**src/shared/pmic_pkg.sv**
```systemverilog
package pmic_pkg;

  // ----------------------------------------
  // Register addresses
  // ----------------------------------------
  localparam logic [7:0] addr_charger_status = 8'h0a;
  localparam logic [7:0] addr_regulator_enable = 8'h0b;
  localparam logic [7:0] addr_regulator_one_two = 8'h0c;
  localparam logic [7:0] addr_fine_four = 8'h0e;
  localparam logic [7:0] addr_fine_five = 8'h0f;
  localparam logic [7:0] addr_fine_three = 8'h16;
  localparam logic [7:0] addr_gpio_three = 8'h1c;
  localparam logic [7:0] addr_power_good_action = 8'h20;

  // ----------------------------------------
  // Reset values
  // ----------------------------------------
  localparam logic [7:0] reset_regulator_enable = 8'hfd;
  localparam logic [7:0] reset_regulator_one_two = 8'hcf;
  localparam logic [7:0] reset_fine_regulator = 8'h80;
  localparam logic [7:0] reset_gpio_three = 8'h00;
  localparam logic [7:0] reset_power_good_action = 8'hff;

  // ----------------------------------------
  // Field positions
  // ----------------------------------------
  localparam int bit_en_one = 7;
  localparam int bit_en_two = 6;
  localparam int bit_en_three = 5;
  localparam int bit_en_four = 4;
  localparam int bit_en_five = 3;
  localparam int bit_en_card = 1;
  localparam int bit_card_low = 2;
  localparam int bit_en_rtc = 0;
  localparam int bit_disch_one = 7;
  localparam int bit_disch_two = 3;
  localparam int bit_disch_fine = 7;
  localparam int bit_en_zero = 5;

  // Monitored regulator index
  localparam int num_monitored = 7;
  localparam int idx_one = 0;
  localparam int idx_two = 1;
  localparam int idx_three = 2;
  localparam int idx_four = 3;
  localparam int idx_five = 4;
  localparam int idx_card = 5;
  localparam int idx_zero = 6;
  localparam int num_discharge = 5;

  // Status bits that raise a change request
  localparam int num_status_event = 7;

  // Target bus address, arbitrary value
  localparam logic [6:0] target_address = 7'h2a;

endpackage

```
**src/shared/reg_access_if.sv**
```systemverilog
`timescale 1ns/1ns
`default_nettype none
interface reg_access_if;
  logic wr_en;
  logic [7:0] wr_addr;
  logic [7:0] wr_data;
  logic [7:0] rd_addr;
  logic [7:0] rd_data;

  modport target
  (
    output wr_en,
    output wr_addr,
    output wr_data,
    output rd_addr,
    input rd_data
  );

  modport bank
  (
    input wr_en,
    input wr_addr,
    input wr_data,
    input rd_addr,
    output rd_data
  );
endinterface
`default_nettype wire

```
**src/design/serial_target.sv**
```systemverilog
`timescale 1ns/1ns
`default_nettype none
module serial_target
(
  input wire logic clk,
  input wire logic resetn,
  input wire logic scl,
  input wire logic sda_in,
  output logic sda_oe_n,
  reg_access_if.target regs
);
  import pmic_pkg::*;

  typedef enum logic [2:0]
  {
    st_idle = 3'b000,
    st_devaddr = 3'b001,
    st_pointer = 3'b010,
    st_write = 3'b011,
    st_ack = 3'b100,
    st_read = 3'b101,
    st_master_ack = 3'b110,
    st_read_load = 3'b111
  } target_state_type;

  typedef struct packed
  {
    target_state_type st;
    target_state_type after;
    logic [2:0] bitcnt;
    logic [7:0] shreg;
    logic [7:0] ptr;
    logic [7:0] waddr;
    logic [7:0] wdata;
    logic wr;
    logic drive;
    logic scl_q;
    logic sda_q;
  } target_type;

  target_type s;
  target_type next_s;
  logic scl_rise;
  logic scl_fall;
  logic start_seen;
  logic stop_seen;
  logic [7:0] byte_in;

  assign scl_rise = scl & ~s.scl_q;
  assign scl_fall = ~scl & s.scl_q;
  assign start_seen = scl & s.scl_q & s.sda_q & ~sda_in;
  assign stop_seen = scl & s.scl_q & ~s.sda_q & sda_in;
  assign byte_in = {s.shreg[6:0], sda_in};

  // ----------------------------------------
  // Bus sequencing
  // ----------------------------------------
  always_comb
  begin
    next_s = s;
    next_s.scl_q = scl;
    next_s.sda_q = sda_in;
    next_s.wr = 1'b0;
    if (start_seen)
    begin
      next_s.st = st_devaddr;
      next_s.bitcnt = 3'd0;
      next_s.drive = 1'b0;
    end
    else if (stop_seen)
    begin
      next_s.st = st_idle;
      next_s.drive = 1'b0;
    end
    else
    begin
      case (s.st)
        st_devaddr, st_pointer, st_write:
        begin
          if (scl_rise)
          begin
            next_s.shreg = byte_in;
            next_s.bitcnt = s.bitcnt + 3'd1;
            if (s.bitcnt == 3'd7)
            begin
              next_s.st = st_ack;
              if (s.st == st_devaddr)
              begin
                next_s.after = byte_in[0] ? st_read : st_pointer;
                if (byte_in[7:1] != target_address)
                begin
                  next_s.st = st_idle;
                end
              end
              else if (s.st == st_pointer)
              begin
                next_s.ptr = byte_in;
                next_s.after = st_write;
              end
              else
              begin
                next_s.wr = 1'b1;
                next_s.waddr = s.ptr;
                next_s.wdata = byte_in;
                next_s.ptr = s.ptr + 8'd1;
                next_s.after = st_write;
              end
            end
          end
        end
        st_ack:
        begin
          if (scl_fall)
          begin
            next_s.drive = ~s.drive;
            if (s.drive)
            begin
              next_s.st = s.after;
              next_s.bitcnt = 3'd0;
              if (s.after == st_read)
              begin
                next_s.shreg = regs.rd_data;
                next_s.drive = ~regs.rd_data[7];
                next_s.ptr = s.ptr + 8'd1;
              end
            end
          end
        end
        st_read:
        begin
          if (scl_fall)
          begin
            next_s.bitcnt = s.bitcnt + 3'd1;
            next_s.shreg = {s.shreg[6:0], 1'b0};
            next_s.drive = ~s.shreg[6];
            if (s.bitcnt == 3'd7)
            begin
              next_s.drive = 1'b0;
              next_s.st = st_master_ack;
            end
          end
        end
        st_master_ack:
        begin
          if (scl_rise)
          begin
            next_s.st = sda_in ? st_idle : st_read_load;
          end
        end
        st_read_load:
        begin
          if (scl_fall)
          begin
            next_s.st = st_read;
            next_s.bitcnt = 3'd0;
            next_s.shreg = regs.rd_data;
            next_s.drive = ~regs.rd_data[7];
            next_s.ptr = s.ptr + 8'd1;
          end
        end
        default:
        begin
          next_s.drive = 1'b0;
        end
      endcase
    end
  end

  always_ff @(posedge clk)
  begin
    if (!resetn)
    begin
      s <= '{st: st_idle, after: st_idle, scl_q: 1'b1, sda_q: 1'b1, default: '0};
    end
    else
    begin
      s <= next_s;
    end
  end

  assign sda_oe_n = ~s.drive;
  assign regs.wr_en = s.wr;
  assign regs.wr_addr = s.waddr;
  assign regs.wr_data = s.wdata;
  assign regs.rd_addr = s.ptr;
endmodule // serial_target
`default_nettype wire

```
**src/design/charger_status_ldo_control.sv**
```systemverilog
`timescale 1ns/1ns
`default_nettype none
module charger_status_ldo_control
(
  input wire logic clk,
  input wire logic resetn,
  input wire logic scl,
  input wire logic sda_in,
  output logic sda_out,
  output logic sda_oe_n,
  input wire logic supplement_enter,
  input wire logic supplement_exit,
  input wire logic load_over_limit,
  input wire logic selected_source_flag,
  input wire logic thermal_powerpath_loop_flag,
  input wire logic wall_input_present,
  input wire logic usb_input_present,
  input wire logic charge_state_hi,
  input wire logic charge_state_lo,
  input wire logic input_overvoltage_flag,
  input wire logic [pmic_pkg::num_monitored-1:0] power_below_good,
  output logic [pmic_pkg::num_monitored-1:0] regulator_enable,
  output logic rtc_regulator_enable,
  output logic card_voltage_low_select,
  output logic input_indicator_regulator,
  output logic [pmic_pkg::num_discharge-1:0] discharge_switch,
  output logic [pmic_pkg::num_monitored-1:0] power_good_fail,
  output logic power_good_interrupt,
  output logic power_good_mode_request,
  output logic status_change_request
);
  import pmic_pkg::*;

  typedef struct packed
  {
    logic [7:0] en_reg;
    logic [7:0] one_two_reg;
    logic [7:0] three_reg;
    logic [7:0] four_reg;
    logic [7:0] five_reg;
    logic [7:0] gpio_reg;
    logic [7:0] action_reg;
    logic supplement;
    logic [num_status_event-1:0] status_prev;
    logic [num_monitored-1:0] enable;
    logic rtc_en;
    logic card_sel;
    logic indicator;
    logic [num_discharge-1:0] discharge;
    logic [num_monitored-1:0] pg_fail;
    logic pg_irq;
    logic pg_mode;
    logic change;
  } bank_type;

  bank_type s;
  bank_type next_s;
  reg_access_if regs ();
  logic [7:0] status_word;
  logic [num_monitored-1:0] en_vec;
  logic [num_discharge-1:0] disch_en_vec;
  logic [num_monitored-1:0] pg_raw;
  logic [num_discharge-1:0] disch_raw;
  genvar g;

  // ----------------------------------------
  // Register read decode
  // ----------------------------------------
  function automatic logic [7:0] read_decode(input logic [7:0] addr,
                                              input bank_type b,
                                              input logic [7:0] status);
    case (addr)
      addr_charger_status: read_decode = status;
      addr_regulator_enable: read_decode = b.en_reg;
      addr_regulator_one_two: read_decode = b.one_two_reg;
      addr_fine_three: read_decode = b.three_reg;
      addr_fine_four: read_decode = b.four_reg;
      addr_fine_five: read_decode = b.five_reg;
      addr_gpio_three: read_decode = b.gpio_reg;
      addr_power_good_action: read_decode = b.action_reg;
      default: read_decode = 8'h00;
    endcase
  endfunction

  // ----------------------------------------
  // Serial register access
  // ----------------------------------------
  serial_target target_inst
  (
    .clk(clk),
    .resetn(resetn),
    .scl(scl),
    .sda_in(sda_in),
    .sda_oe_n(sda_oe_n),
    .regs(regs.target)
  );

  // ----------------------------------------
  // Live charger status word
  // ----------------------------------------
  assign status_word = {s.supplement, selected_source_flag, thermal_powerpath_loop_flag,
                        wall_input_present, usb_input_present,
                        charge_state_hi, charge_state_lo, input_overvoltage_flag};
  assign regs.rd_data = read_decode(regs.rd_addr, s, status_word);

  // ----------------------------------------
  // Enable bits gathered per monitored regulator
  // ----------------------------------------
  assign en_vec = {s.gpio_reg[bit_en_zero], s.en_reg[bit_en_card], s.en_reg[bit_en_five],
                   s.en_reg[bit_en_four], s.en_reg[bit_en_three], s.en_reg[bit_en_two],
                   s.en_reg[bit_en_one]};
  assign disch_en_vec = {s.five_reg[bit_disch_fine], s.four_reg[bit_disch_fine],
                         s.three_reg[bit_disch_fine], s.one_two_reg[bit_disch_two],
                         s.one_two_reg[bit_disch_one]};

  // ----------------------------------------
  // Per-regulator power-good and discharge
  // ----------------------------------------
  generate
    for (g = 0; g < num_monitored; g = g + 1)
    begin : pg_gen
      assign pg_raw[g] = power_below_good[g] & s.enable[g];
    end
    for (g = 0; g < num_discharge; g = g + 1)
    begin : disch_gen
      assign disch_raw[g] = ~en_vec[g] & disch_en_vec[g];
    end
  endgenerate

  // ----------------------------------------
  // Next state
  // ----------------------------------------
  always_comb
  begin
    next_s = s;
    if (regs.wr_en)
    begin
      case (regs.wr_addr)
        addr_regulator_enable: next_s.en_reg = regs.wr_data;
        addr_regulator_one_two: next_s.one_two_reg = regs.wr_data;
        addr_fine_three: next_s.three_reg = regs.wr_data;
        addr_fine_four: next_s.four_reg = regs.wr_data;
        addr_fine_five: next_s.five_reg = regs.wr_data;
        addr_gpio_three: next_s.gpio_reg = regs.wr_data;
        addr_power_good_action: next_s.action_reg = regs.wr_data;
        default: next_s.en_reg = s.en_reg;
      endcase
    end
    // ----------------------------------------
    // Supplement mode with hysteresis
    // ----------------------------------------
    if (supplement_enter || load_over_limit)
    begin
      next_s.supplement = 1'b1;
    end
    else if (supplement_exit)
    begin
      next_s.supplement = 1'b0;
    end
    next_s.status_prev = status_word[num_status_event-1:0];
    next_s.change = |(status_word[num_status_event-1:0] ^ s.status_prev);
    next_s.enable = en_vec;
    next_s.rtc_en = s.en_reg[bit_en_rtc];
    next_s.card_sel = s.en_reg[bit_card_low];
    next_s.indicator = wall_input_present | usb_input_present;
    next_s.discharge = disch_raw;
    next_s.pg_fail = pg_raw;
    next_s.pg_irq = |(s.pg_fail & s.action_reg[num_monitored-1:0]);
    next_s.pg_mode = |(s.pg_fail & ~s.action_reg[num_monitored-1:0]);
  end

  // ----------------------------------------
  // State register
  // ----------------------------------------
  always_ff @(posedge clk)
  begin
    if (!resetn)
    begin
      s <= '0;
      s.status_prev <= status_word[num_status_event-1:0];
      s.en_reg <= reset_regulator_enable;
      s.one_two_reg <= reset_regulator_one_two;
      s.three_reg <= reset_fine_regulator;
      s.four_reg <= reset_fine_regulator;
      s.five_reg <= reset_fine_regulator;
      s.gpio_reg <= reset_gpio_three;
      s.action_reg <= reset_power_good_action;
    end
    else
    begin
      s <= next_s;
    end
  end

  // ----------------------------------------
  // Outputs
  // ----------------------------------------
  assign sda_out = 1'b0;
  assign regulator_enable = s.enable;
  assign rtc_regulator_enable = s.rtc_en;
  assign card_voltage_low_select = s.card_sel;
  assign input_indicator_regulator = s.indicator;
  assign discharge_switch = s.discharge;
  assign power_good_fail = s.pg_fail;
  assign power_good_interrupt = s.pg_irq;
  assign power_good_mode_request = s.pg_mode;
  assign status_change_request = s.change;
endmodule // charger_status_ldo_control
`default_nettype wire

```
**config.mk**
```make
export PLATFORM = sky130hd
export DESIGN_NAME = charger_status_ldo_control
export DESIGN_NICKNAME = d
export VERILOG_FILES = /design/src/shared/pmic_pkg.sv /design/src/shared/reg_access_if.sv /design/src/design/serial_target.sv /design/src/design/charger_status_ldo_control.sv
export SDC_FILE = /design/constraint.sdc
export NUM_CORES = 1
export LEC_CHECK = 0
export BUFFER_PORTS_ARGS = -buffer_cell sky130_fd_sc_hd__buf_2
export CAP_MARGIN = 20
export CORE_MARGIN = 2
export CORE_UTILIZATION = 48
export DETAILED_ROUTE_END_ITERATION = 10
export MAX_ROUTING_LAYER = met4
export PLACE_DENSITY = 0.69
export SLEW_MARGIN = 20
export SYNTH_ARGS = -nofsm -noshare
export SYNTH_HDL_FRONTEND = slang
export SYNTH_SLANG_ARGS = --single-unit
```
**constraint.sdc**
```tcl
create_clock -name clk -period 2.04 [get_ports clk]
set_clock_uncertainty 0.15 [all_clocks]
set_input_delay 0.204 -clock clk [delete_from_list [all_inputs] [get_ports clk]]
set_output_delay 0.204 -clock clk [all_outputs]
set_load 0.005 [all_outputs]
```
==> summary.txt <==
Finish
  • Layout Utilization: between 60% and 70%
  • Area growth, synth to finish: 27.89%
  • Final std cells w/o fill: between 900 and 1000
  • # fillers: about 1100
  • Sequential Area: between 2000 and 3000 µm²
  • Layout cells sized above 1: around 28%
  • Number of antenna diodes: 0
  • Nets@finish: around 830
  • Area of the multi-input gates: ~3300 µm²

Synth
  • Register area share after synthesis: a little over two fifths
  • Main flop type after synthesis: dfxtp_1
  • Async S/R FF share, synth: 0%
  • Synth cell types: 75
  • Synth Net Count: 747
  • Synth warn: 0
  • Mapped Avg Cell Area: 8.679 µm²
  • EDFF count, synth: 0
  • Seq cells post-synth: roughly 130
  • Mapped Cells: roughly 720
  • Mapped Area: around 6300 µm²

Detailed routing
  • Routed Antenna Nets: 0
  • Post-Route WL: ~19000 µm
  • DRT iter0 DRCs: between 500 and 600
  • WL per Instance: 18.80 µm
  • Drt via density: between 5 and 6
  • Routed vias: ~5700
  • Remaining routing DRC violations: 0
  • First-pass DRT Iterations: 7

GRT
  • Largest net degree at the start of global routing: 55
  • Met1 GRT Util: 34.13%
  • Initial antenna violation count: 0
  • Grt total ovfl: 0
  • Met2 usage: between 40% and 50%
  • Met3 Use GR: between 4 and 5%
  • Grt peak-use layer: met2
  • Vias in the first global route: around 5600
  • First-pass GRT wire length: 29770 µm
  • Gr usage total: about 28%

Pwr
  • VDD IR max: between 0.7 and 0.8 mV
  • Sw Ratio: around 22%
  • Clk pwr share: 51.1%
  • Sw power: 1.303 mW
  • P_leak: 3.351 nW
  • Flop pwr share: between 40% and 50%
  • Comb power frac: about 4.1%
  • Power Internal: 4.586 mW
  • Power density cells: 735.9 nW/µm²

Clocking
  • Clock Pin Slew Worst Setup and Hold Paths: ~60 ps
  • CTS tree: yes
  • Clock Sinks: approximately 130
  • Inserted Clock Buffers: 17
  • Clock Path Buffers: 2
  • H-tree lvl count: 4
  • CTS root buf: clkbuf_16
  • Worst-skew pair later-pin latency: approximately 430 ps

Timing
  • RSZ-0062 raised after global routing: yes
  • Final worst-path cycle share: 101.2%
  • Final setup margin: -24.62 ps
  • Final Hold Vio Count: 0
  • Setup Viol. Count Final: 3
  • Slew HR: approximately 62%
  • Slew Limit Fails: 0
  • Tmin final: 2065 ps
  • Least-Margin Pin Slew: between 500 and 600 ps
  • FMAX: roughly 480 MHz

Floorplanning
  • Die area: 13970 µm²
  • Row cnt: 41
  • Core Area: ~13000 µm²
  • Ports: 48
  • Die H: between 100 and 150 µm
  • Die Wd: roughly 120 µm
  • Initial Util: 49.38%

Run
  • Max cap viols: 0

Critical path
  • Crit start category: flop
  • Critical path fanouts, max: 5
  • CP Class: flop to flop
  • CP Data Required Time: 2200 ps
  • Arrival time worst endpoint: 2230 ps
  • Worst Setup End Kind: flop

Status
  • Failing checks: setup timing
  • Status: finished, violations left

Placed design
  • Placer congestion estimate: about 0.9
  • Post-DP HPWL: 12840 µm
  • Port bufs: 46
  • Dpl cells: 929

Worst hold path
  • Worst Hold Class: input port to flop
## cell families (layout without fill, tap and decap cells)
family,after synthesis,after routing,share of synthesized area [%]
mux,42,42,6.739
flops,133,133,42.55
fa+ha+maj,5,5,0.9998
buf+inv,92,191,7.398
compound gates,163,163,18.36
xor+xnor,12,12,1.800
other cells,1,1,0.05993
simple gates,273,274,22.10
## flip-flops by register name, indices dropped and copies added (netlist names), 2 cells and up
| name | count |
|---|---|
| next_s | 2 |
| s | 50 |
| power_good_fail | 7 |
| target_inst.s | 12 |
| en_vec | 7 |
| discharge_switch | 5 |
| target_inst.regs.wr_data | 8 |
| disch_en_vec | 5 |
| regulator_enable | 7 |
| target_inst.regs.wr_addr | 8 |
| target_inst.regs.rd_addr | 8 |
| target_inst.byte_in | 7 |
## power by group through the flow
stage          Sequential, mW  Combinational [mW]  Clock, mW
6_report                 2.64               0.240       3.01
5_1_grt                  2.64               0.261       3.16
4_1_cts                  2.64               0.234       3.04
3_5_place_dp             2.70               0.202          0
3_3_place_gp             2.70               0.200          0
2_1_floorplan            2.70               0.123          0
## layout make-up
cell class	count	area share, %
Clock inverter	13	1.657
Timing Repair Buffer	143	13.93
Sequential cell	133	33.49
Multi-Input combinational cell	497	41.82
Clock buffer	19	5.660
Inverter	16	0.7505
Tap cell	172	2.689
## per-layer routing
metal / up-vias / routed length [µm] / share of wire (%)
met2: 225 / 8999 / 48
met3: 56 / 1098 / 5.9
met1: 2768 / 7692 / 41
met4: 0 / 875 / 4.7
li1: 2695 / - / -
met5: - / 0 / 0
## worst paths after layout
kind                                             startpoint  slack [ps]  depth (start not counted)                to
worst min-delay path                                 sda_in          70                          3  target_inst.s[0]
worst max-delay path            target_inst.regs.rd_addr[5]         -20                          7  target_inst.s[2]
worst min register to register                        s[51]         310                          2             s[51]
worst max register to register  target_inst.regs.rd_addr[5]         -20                          7  target_inst.s[2]
## worst max-delay path, stage by stage, from the launching register on
cell       delay (ps)
dfxtp_4           370
buf_12            100
and4bb_2          260
nor2b_4           140
and3_4            200
a22oi_2           180
nand4_1           160
a2111oi_2         400
## what timing repair did
| item | in CTS | in global routing |
|---|---|---|
| gates cloned | 0 | 1 |
| hold buffers | 19 | 0 |
| endpoints found under the hold margin | 23 | 0 |
| gates resized for setup | 21 | 42 |
| pin swaps | 7 | 26 |
| buffers inserted | 6 | 7 |
| endpoints found under the setup margin | 46 | 48 |
## Yosys cell counts (6+ instances only)
cell type / count / area share, %
a21oi_1: 50 / 4.0
nand2_1: 117 / 7.0
buf_4: 21 / 2.5
a31oi_1: 8 / 0.80
o21ai_0: 18 / 1.4
and3_1: 14 / 1.4
a222oi_1: 6 / 0.96
and2_1: 9 / 0.90
nor2_1: 50 / 3.0
nand3_1: 22 / 1.8
mux2i_1: 41 / 6.6
clkbuf_1: 39 / 2.3
a221oi_1: 6 / 0.84
xor2_1: 6 / 0.84
buf_2: 13 / 1.0
inv_1: 15 / 0.90
nand4_1: 8 / 0.80
a22oi_1: 23 / 2.8
nand2b_1: 13 / 1.3
dfxtp_1: 133 / 43
## metrics by stage
step	instance area, µm²	power (mW)	hold WS (ps)	worst slack (ps)	setup TNS [ps]
after detailed placement	6900	2.902	202.4	-187.8	-2037
after floorplan	6264	2.818	81.72	-7.141	-7.141
final	8003	5.889	70.92	-24.62	-49.82
after global placement	6900	2.898	201.8	-146.4	-981.3
after global routing	8003	6.062	94.25	-93.69	-1232
after CTS	7795	5.913	55.84	-5.615	-6.029
## placed cells by master, fill, tap and decap left out, types with 16 or more instances in the layout
cell           instances
dfxtp_1              123
nand3_1               22
dlygate4sd3_1         18
a22oi_1               20
clkbuf_16             17
nor2_1                47
a21oi_1               45
buf_2                 46
buf_4                 68
mux2i_1               41
o21ai_0               16
nand2_1              117
(Power assumes the default switching activity.)
